`src/shared/sfl_pkg.sv`:
```
// Purpose: Constants for the safety fault latch.
// Assumes: 200 MHz clock on clk_in.
// Notes: Long counts appear again as top-level parameters.
package sfl_pkg;
   // ********************************************
   // Timing
   // ********************************************
   localparam int unsigned CLK_MHZ = 200;
   localparam int unsigned SET_PULSE_MS = 5;
   localparam int unsigned CLEAR_PULSE_MS = 5;
   localparam int unsigned RELAY_FAULT_MS = 2500;
   localparam int unsigned BRIDGE_FAULT_MS = 1500;
   // Cycles per millisecond at the clock rate
   localparam int unsigned CYC_PER_MS = CLK_MHZ * 1000;
   // Least pulse widths round up; both are exact here
   localparam int unsigned SET_CYCLES = SET_PULSE_MS * CYC_PER_MS;
   localparam int unsigned CLEAR_CYCLES = CLEAR_PULSE_MS * CYC_PER_MS;
   localparam int unsigned RELAY_CYCLES = RELAY_FAULT_MS * CYC_PER_MS;
   localparam int unsigned BRIDGE_CYCLES = BRIDGE_FAULT_MS * CYC_PER_MS;
   localparam int CNT_W = 32;
   localparam logic LATCH_RESET_VAL = 1'h1;
   // ********************************************
   // Idle pin levels
   // ********************************************
   // Synchronisers reset to these so no false request follows reset
   localparam logic SET_IDLE = 1'h1;
   localparam logic CLEAR_IDLE = 1'h1;
   localparam logic CAP_IDLE = 1'h0;
   localparam logic RELAY_IDLE = 1'h0;
   localparam logic BRIDGE_IDLE = 1'h1;
   // ********************************************
   // Latch state
   // ********************************************
   typedef enum logic [0:0] {
      SFL_CLEARED = 1'h0,
      SFL_TRIPPED = 1'h1
   } sfl_state_type;
endpackage : sfl_pkg

```
`src/rtl/sfl_persist.sv`:
```
// Purpose: Reports a condition held without a break for a given number of cycles.
// Assumes: Input already synchronised to clk_in.
// Notes: Any gap in the condition restarts the count.
module sfl_persist #(
   parameter logic [sfl_pkg::CNT_W-1:0] LIMIT = 32'h0000_0001
) (
   input wire logic clk_in,
   input wire logic arst_n_in,
   input wire logic cond_in,
   output logic hit_out
);
   logic [sfl_pkg::CNT_W-1:0] count_reg;
   logic [sfl_pkg::CNT_W-1:0] count_next;
   logic [sfl_pkg::CNT_W-1:0] count_inc;
   logic hit_reg;
   wire at_limit = (count_reg >= LIMIT);
   // Counts this cycle's sample too, so a run of exactly LIMIT samples hits
   wire run_done = (count_inc >= LIMIT);

   assign count_inc = count_reg + 32'h0000_0001;
   // Saturate so a stuck condition never wraps back to idle
   assign count_next = !cond_in ? '0 : (at_limit ? count_reg : count_inc);

   always_ff @(posedge clk_in or negedge arst_n_in) begin
      if (!arst_n_in) begin
         count_reg <= '0;
         hit_reg <= 1'h0;
      end else begin
         count_reg <= count_next;
         hit_reg <= cond_in && run_done;
      end
   end

   assign hit_out = hit_reg;
endmodule : sfl_persist

```
`src/rtl/sfl_latch.sv`:
```
// What this block does
// - A set pulse held low for the full 5 ms sets the safety latch at any time.
// - A clear pulse held low for the full 5 ms, with no trip source active, returns the latch to its cleared state.
// - A charge-not-stopped indication from the capacitor voltage monitor sets the latch.
// - Relay driver conduction lasting beyond 2.5 s sets the latch.
// - Bridge fault indication held low beyond 1.5 s sets the latch.
// - The latched-fault output is high while the latch is set and low while cleared.
//
// Purpose: Safety fault latch of the high-voltage unit.
// Assumes: Fault senses are comparator outputs from outside the clock domain.
// Notes: Latch comes out of reset set, failing safe until cleared.
module sfl_latch #(
   parameter logic [sfl_pkg::CNT_W-1:0] SET_CYCLES = sfl_pkg::SET_CYCLES,
   parameter logic [sfl_pkg::CNT_W-1:0] CLEAR_CYCLES = sfl_pkg::CLEAR_CYCLES,
   parameter logic [sfl_pkg::CNT_W-1:0] RELAY_CYCLES = sfl_pkg::RELAY_CYCLES,
   parameter logic [sfl_pkg::CNT_W-1:0] BRIDGE_CYCLES = sfl_pkg::BRIDGE_CYCLES
) (
   input wire logic clk_in,
   input wire logic arst_n_in,
   input wire logic latch_set_n_in,
   input wire logic latch_clear_n_in,
   input wire logic cap_voltage_sense_in,
   input wire logic relay_driver_fault_sense_in,
   input wire logic bridge_fault_sense_n_in,
   output logic fault_latched_out
);
   // ********************************************
   // Input synchronisers
   // ********************************************
   // Set and clear idle high, so they reset high
   // Two stages per pin; nothing but the second stage is read
   logic set_meta_reg;
   logic set_sync_reg;
   logic clear_meta_reg;
   logic clear_sync_reg;
   logic cap_meta_reg;
   logic cap_sync_reg;
   logic relay_meta_reg;
   logic relay_sync_reg;
   logic bridge_meta_reg;
   logic bridge_sync_reg;

   always_ff @(posedge clk_in or negedge arst_n_in) begin
      if (!arst_n_in) begin
         set_meta_reg <= sfl_pkg::SET_IDLE;
         set_sync_reg <= sfl_pkg::SET_IDLE;
      end else begin
         set_meta_reg <= latch_set_n_in;
         set_sync_reg <= set_meta_reg;
      end
   end

   always_ff @(posedge clk_in or negedge arst_n_in) begin
      if (!arst_n_in) begin
         clear_meta_reg <= sfl_pkg::CLEAR_IDLE;
         clear_sync_reg <= sfl_pkg::CLEAR_IDLE;
      end else begin
         clear_meta_reg <= latch_clear_n_in;
         clear_sync_reg <= clear_meta_reg;
      end
   end

   always_ff @(posedge clk_in or negedge arst_n_in) begin
      if (!arst_n_in) begin
         cap_meta_reg <= sfl_pkg::CAP_IDLE;
         cap_sync_reg <= sfl_pkg::CAP_IDLE;
      end else begin
         cap_meta_reg <= cap_voltage_sense_in;
         cap_sync_reg <= cap_meta_reg;
      end
   end

   always_ff @(posedge clk_in or negedge arst_n_in) begin
      if (!arst_n_in) begin
         relay_meta_reg <= sfl_pkg::RELAY_IDLE;
         relay_sync_reg <= sfl_pkg::RELAY_IDLE;
      end else begin
         relay_meta_reg <= relay_driver_fault_sense_in;
         relay_sync_reg <= relay_meta_reg;
      end
   end

   always_ff @(posedge clk_in or negedge arst_n_in) begin
      if (!arst_n_in) begin
         bridge_meta_reg <= sfl_pkg::BRIDGE_IDLE;
         bridge_sync_reg <= sfl_pkg::BRIDGE_IDLE;
      end else begin
         bridge_meta_reg <= bridge_fault_sense_n_in;
         bridge_sync_reg <= bridge_meta_reg;
      end
   end

   // ********************************************
   // Active levels
   // ********************************************
   // One polarity for every qualifier: high means asserted
   function automatic logic asserted_low(input logic level);
      asserted_low = (level == 1'h0);
   endfunction : asserted_low

   function automatic logic is_tripped(input sfl_pkg::sfl_state_type state);
      is_tripped = (state == sfl_pkg::SFL_TRIPPED);
   endfunction : is_tripped

   logic set_req;
   logic clear_req;
   logic cap_fault;
   logic relay_on;
   logic bridge_on;

   assign set_req = asserted_low(set_sync_reg);
   assign clear_req = asserted_low(clear_sync_reg);
   assign cap_fault = cap_sync_reg;
   assign relay_on = relay_sync_reg;
   assign bridge_on = asserted_low(bridge_sync_reg);

   // ********************************************
   // Qualifiers
   // ********************************************
   // Width check rejects glitches on the control lines
   logic set_hit;
   logic clear_hit;
   logic relay_hit;
   logic bridge_hit;

   sfl_persist #(
      .LIMIT(SET_CYCLES)
   ) u_set (
      .clk_in(clk_in),
      .arst_n_in(arst_n_in),
      .cond_in(set_req),
      .hit_out(set_hit)
   );

   sfl_persist #(
      .LIMIT(CLEAR_CYCLES)
   ) u_clear (
      .clk_in(clk_in),
      .arst_n_in(arst_n_in),
      .cond_in(clear_req),
      .hit_out(clear_hit)
   );

   sfl_persist #(
      .LIMIT(RELAY_CYCLES)
   ) u_relay (
      .clk_in(clk_in),
      .arst_n_in(arst_n_in),
      .cond_in(relay_on),
      .hit_out(relay_hit)
   );

   sfl_persist #(
      .LIMIT(BRIDGE_CYCLES)
   ) u_bridge (
      .clk_in(clk_in),
      .arst_n_in(arst_n_in),
      .cond_in(bridge_on),
      .hit_out(bridge_hit)
   );

   // ********************************************
   // Latch
   // ********************************************
   sfl_pkg::sfl_state_type state_reg;
   sfl_pkg::sfl_state_type state_next;

   logic trip;
   logic release_ok;
   logic fault_next;

   // Any trip source beats a clear in the same cycle
   assign trip = set_hit
      || cap_fault
      || relay_hit
      || bridge_hit;
   assign release_ok = clear_hit && !trip;

   always_comb begin
      state_next = state_reg;
      case (state_reg)
         sfl_pkg::SFL_CLEARED: begin
            if (trip) begin
               state_next = sfl_pkg::SFL_TRIPPED;
            end else begin
               state_next = sfl_pkg::SFL_CLEARED;
            end
         end
         sfl_pkg::SFL_TRIPPED: begin
            // Holds until cleared; fault going away is ignored
            if (release_ok) begin
               state_next = sfl_pkg::SFL_CLEARED;
            end else begin
               state_next = sfl_pkg::SFL_TRIPPED;
            end
         end
         default: begin
            // Unknown code fails safe
            state_next = sfl_pkg::SFL_TRIPPED;
         end
      endcase
   end

   assign fault_next = is_tripped(state_next);

   always_ff @(posedge clk_in or negedge arst_n_in) begin
      if (!arst_n_in) begin
         state_reg <= sfl_pkg::SFL_TRIPPED;
      end else begin
         state_reg <= state_next;
      end
   end

   // Registered so the pin never shows a decode glitch
   always_ff @(posedge clk_in or negedge arst_n_in) begin
      if (!arst_n_in) begin
         fault_latched_out <= sfl_pkg::LATCH_RESET_VAL;
      end else begin
         fault_latched_out <= fault_next;
      end
   end
endmodule : sfl_latch

```
`config.mk`:
```
export PLATFORM = sky130hd
export DESIGN_NAME = sfl_latch
export DESIGN_NICKNAME = d
export VERILOG_FILES = /design/src/shared/sfl_pkg.sv /design/src/rtl/sfl_persist.sv /design/src/rtl/sfl_latch.sv
export SDC_FILE = /design/constraint.sdc
export NUM_CORES = 1
export LEC_CHECK = 0
export ABC_AREA = 0
export BUFFER_PORTS_ARGS = -buffer_cell sky130_fd_sc_hd__buf_2
export CAP_MARGIN = 20
export CORE_UTILIZATION = 30
export DETAILED_ROUTE_END_ITERATION = 12
export SLEW_MARGIN = 15
export SYNTH_ARGS = -nofsm -noshare
export SYNTH_HDL_FRONTEND = slang
export SYNTH_SLANG_ARGS = --single-unit
```
`constraint.sdc`:
```
create_clock -name clk_in -period 3.2 [get_ports clk_in]
set_clock_uncertainty 0.05 [all_clocks]
set_input_delay 0.16 -clock clk_in [delete_from_list [all_inputs] [get_ports clk_in]]
set_output_delay 0.16 -clock clk_in [all_outputs]
set_load 0.02 [all_outputs]
```
==> flow_metrics.env <==
export IMPL_outcome="finished, final reports clean"
export IMPL_synth_nets=947
export IMPL_die_area_sq_um=29100
export IMPL_yosysWarningCount=0
export IMPL_worst_path_dominant_cell_family="simple AND/OR/NAND/NOR gates"
export IMPL_vias_per_cell=4.92
export IMPL_first_pass_grt_wire_length_mm=29.5
export IMPL_ctsResizeCount=0
export IMPL_yosys_area_share_simple=0.311
export IMPL_design_portCount=8
export IMPL_number_of_pins_exceeding_their_max_slew_limit_in_the_final_report=0
export IMPL_path_common_cell="sky130_fd_sc_hd__nand4_1"
export IMPL_final_hold_worst_slack_ns=0.259
export IMPL_final_period_utilization=0.809
export IMPL_grt_antenna_before_repair=0
export IMPL_grt_total_usage=0.124
export IMPL_first_global_vias=6074
export IMPL_worst_slew_pin_transition_ns=0.685
export IMPL_globalRoute_totalOverflow=0
export IMPL_port_buffers=7
export IMPL_yosys_mux_area_fraction=0.0101
export IMPL_synthAdderAreaFrac=0.0118
export IMPL_drt_wirelength_per_cell_um=13.0
export IMPL_placeableCoreArea_sq_um=27900
export IMPL_clock_root_buffer="sky130_fd_sc_hd__clkbuf_16"
export IMPL_floorplan_die_height_um=170
export IMPL_finalSetupViolCount=0
export IMPL_finish_net_count=937
export IMPL_floorplan_initialDensity=0.306
export IMPL_final_min_clock_period_ns=2.59
export IMPL_synth_top_family_by_area="simple AND/OR/NAND/NOR gates"
export IMPL_setup_worst_path_class="flip-flop to flip-flop"
export IMPL_yosysUniqueCellTypes=84
export IMPL_most_common_layout_cells="sky130_fd_sc_hd__dfrtp_1, sky130_fd_sc_hd__nor2_1, sky130_fd_sc_hd__nand3_1"
export IMPL_timing_fmax_mhz=386
export IMPL_final_critical_path_setup_slack_ns=0.610
export IMPL_mostFrequentLayoutCell="sky130_fd_sc_hd__dfrtp_1"
export IMPL_finalHoldViolations=0
export IMPL_synth_edff_count=0
export IMPL_dp_hpwl_mm=11.5
export IMPL_worst_ep_required_time_ns=3.45
export IMPL_cts_setup_buffers=0
export IMPL_synth_compound_area_share=0.0959
export IMPL_cts_inserted_buffers=17
export IMPL_finalWeightedCongestion=0.847
export IMPL_synth_ff_latch_count=143
export IMPL_nFillCells=2824
export IMPL_worst_ir_drop_vdd_mv=0.365
export IMPL_route_vias_total=6456
export IMPL_yosysSeqAreaShare=0.421
export IMPL_synth_largest_area_cell="sky130_fd_sc_hd__dfrtp_1"
export IMPL_chipWidth_um=170
export IMPL_clock_latency_ns=0.42
export IMPL_postLayoutCellArea_sq_um=9480
export IMPL_rsz0062_at_grt="no"
export IMPL_synth_cell_area_sq_um=8520
export IMPL_placed_area_sq_um=8850
export IMPL_startpoint_type_of_the_worst_setup_path="flip-flop"
export IMPL_area_delta_synth_final_pct=11.4
export IMPL_timing_critical_path_fanout_max=9
export IMPL_critical_path_endpoint_type="flip-flop"
export IMPL_hold_buffers=6
export IMPL_post_place_ws_ns=0.625
export IMPL_proportion_of_layout_cells_with_a_drive_suffix_above_1=0.0920
export IMPL_dominantRegCellSynth="sky130_fd_sc_hd__dfrtp_1"
export IMPL_firstDrtPassIters=4
export IMPL_cp_slowest_stage_delay_ns=0.53
export IMPL_antenna_diode_count=0
export IMPL_cp_slowest_cell="sky130_fd_sc_hd__nor4_1"
export IMPL_yosys_top_cell_area_share=0.400
export IMPL_hold_class="primary input to async pin"
export IMPL_wl_mm=17.0
export IMPL_synth_area_per_cell_sq_um=9.14
export IMPL_cts_tree="done"
export IMPL_power_density_cells_nw_per_um2=411
export IMPL_critical_path_buf_inv_count=0
export IMPL_cts_root_to_sink_buffers=2
export IMPL_synth_xor_area_share=0.111
export IMPL_maxCapViolCount=0
export IMPL_drcViolationCount=0
export IMPL_clkSlewWorstSetupHoldPaths_ns=0.06
export IMPL_critPathArrivalTime_ns=2.84
export IMPL_postSynthCellCount=932
export IMPL_clkSinkCount=143
export IMPL_postRouteAntennaNets=0
export IMPL_postSynth_asyncResetShare=1.00
export IMPL_leakagePower_nw=3.85
export IMPL_detail_route_iter0_violations=420
export IMPL_synth_top_cells_by_area="sky130_fd_sc_hd__dfrtp_1, sky130_fd_sc_hd__xnor2_1, sky130_fd_sc_hd__xor2_1"
export IMPL_grt_max_degree=72
export IMPL_ctsHtreeMaxLevel=4
export IMPL_slew_headroom=0.544
export IMPL_setup_tns_ns=0
export IMPL_critical_path_cell_chain="nand4_1, nor4_1, nand4_1, nor2_1, and2_1, xnor2_1, o21ai_1, a32o_1"
export IMPL_row_count=61
-- through the flow --
| step | utilization | std cells | power [mW] |
|---|---|---|---|
| floorplan | - | 932 | 1.93 |
| global placement | 0.318 | 1275 | 1.99 |
| detailed placement | 0.318 | 1275 | 1.99 |
| CTS | 0.340 | 1313 | 3.96 |
| global route | 0.340 | 1313 | 4.05 |
| finish | 0.340 | 1313 | 3.90 |
-- layer usage --
layer | up-vias | GRT usage | wire, um
li1 | 3251 | - | -
met1 | 3119 | 0.169 | 8550
met2 | 76 | 0.196 | 7920
met3 | 10 | 0.0235 | 423
met4 | 0 | 0.0403 | 145
met5 | - | 0 | 0
-- cell families (layout without fill, tap and decap cells) --
logic type	Yosys count	count (layout)
mux	8	8
fa+ha+maj	8	8
flops	143	143
simple gates	477	477
buf+inv	69	72
xor+xnor	108	108
compound gates	119	119
-- worst register-to-register path, delay by kind of cell (launching register included) --
| kind | cells | cell delay [ns] |
|---|---|---|
| simple gates | 5 | 1.52 |
| flops | 1 | 0.50 |
| compound gates | 2 | 0.27 |
| xor+xnor | 1 | 0.12 |
-- worst paths after layout --
| path | slack, ns | startpoint | depth (start not counted) | to |
|---|---|---|---|---|
| setup / recovery | 0.61 | u_bridge.count_reg[8]$_DFFE_PN0P_ | 8 | u_bridge.hit_out$_DFF_PN0_ |
| hold / removal | 0.26 | arst_n_in | 2 | u_relay.count_reg[20]$_DFFE_PN0P_ |
| setup reg to reg | 0.61 | u_bridge.count_reg[8]$_DFFE_PN0P_ | 8 | u_bridge.hit_out$_DFF_PN0_ |
| hold reg to reg | 0.30 | cap_meta_reg$_DFF_PN0_ | 0 | cap_fault$_DFF_PN0_ |
| max in group asynchronous | 1.98 | arst_n_in | 3 | bridge_sync_reg$_DFF_PN1_ |
| min in group clk_in | 0.30 | cap_meta_reg$_DFF_PN0_ | 0 | cap_fault$_DFF_PN0_ |
-- area by class of cell --
class	count	area, sq um	share of cell area
multi-input cells	720	4600	0.485
flip-flops and latches	143	3590	0.378
well taps	378	473	0.0499
clock buffers	26	489	0.0516
inverters	18	67.6	0.00712
repair buffers	22	181	0.0191
clock inverters	6	82.6	0.00871
-- Yosys cell counts, types with 4 or more instances --
library cell,instances
sky130_fd_sc_hd__o21a_1,6
sky130_fd_sc_hd__o21ai_1,6
sky130_fd_sc_hd__xor2_1,52
sky130_fd_sc_hd__dfstp_2,7
sky130_fd_sc_hd__a31oi_1,7
sky130_fd_sc_hd__xnor2_1,56
sky130_fd_sc_hd__and3_1,21
sky130_fd_sc_hd__and4_1,5
sky130_fd_sc_hd__a21oi_1,30
sky130_fd_sc_hd__ha_1,8
sky130_fd_sc_hd__dfrtp_1,136
sky130_fd_sc_hd__or3_1,9
sky130_fd_sc_hd__nor3b_1,4
sky130_fd_sc_hd__nand2_1,63
sky130_fd_sc_hd__inv_1,18
sky130_fd_sc_hd__nand3_2,4
sky130_fd_sc_hd__nand4_1,44
sky130_fd_sc_hd__nor3_2,4
sky130_fd_sc_hd__mux2i_1,6
sky130_fd_sc_hd__and2_1,40
sky130_fd_sc_hd__a211oi_1,6
sky130_fd_sc_hd__o21ai_0,18
sky130_fd_sc_hd__nand3_1,65
sky130_fd_sc_hd__nand2b_1,7
sky130_fd_sc_hd__buf_2,15
sky130_fd_sc_hd__nand3b_1,4
sky130_fd_sc_hd__nor2_1,110
sky130_fd_sc_hd__nor3_1,24
sky130_fd_sc_hd__clkbuf_1,27
sky130_fd_sc_hd__nor2b_1,29
sky130_fd_sc_hd__o31ai_1,4
sky130_fd_sc_hd__nor4_1,12
-- power breakdown --
group / switching (mW) / total [mW] / leakage [nW] / internal (mW)
Sequential: 0.0379 / 1.87 / 1.96 / 1.83
Clock: 0.730 / 1.94 / 0.278 / 1.21
Combinational: 0.0614 / 0.0937 / 1.62 / 0.0323
Note: power is estimated with default switching activity, not from simulation.
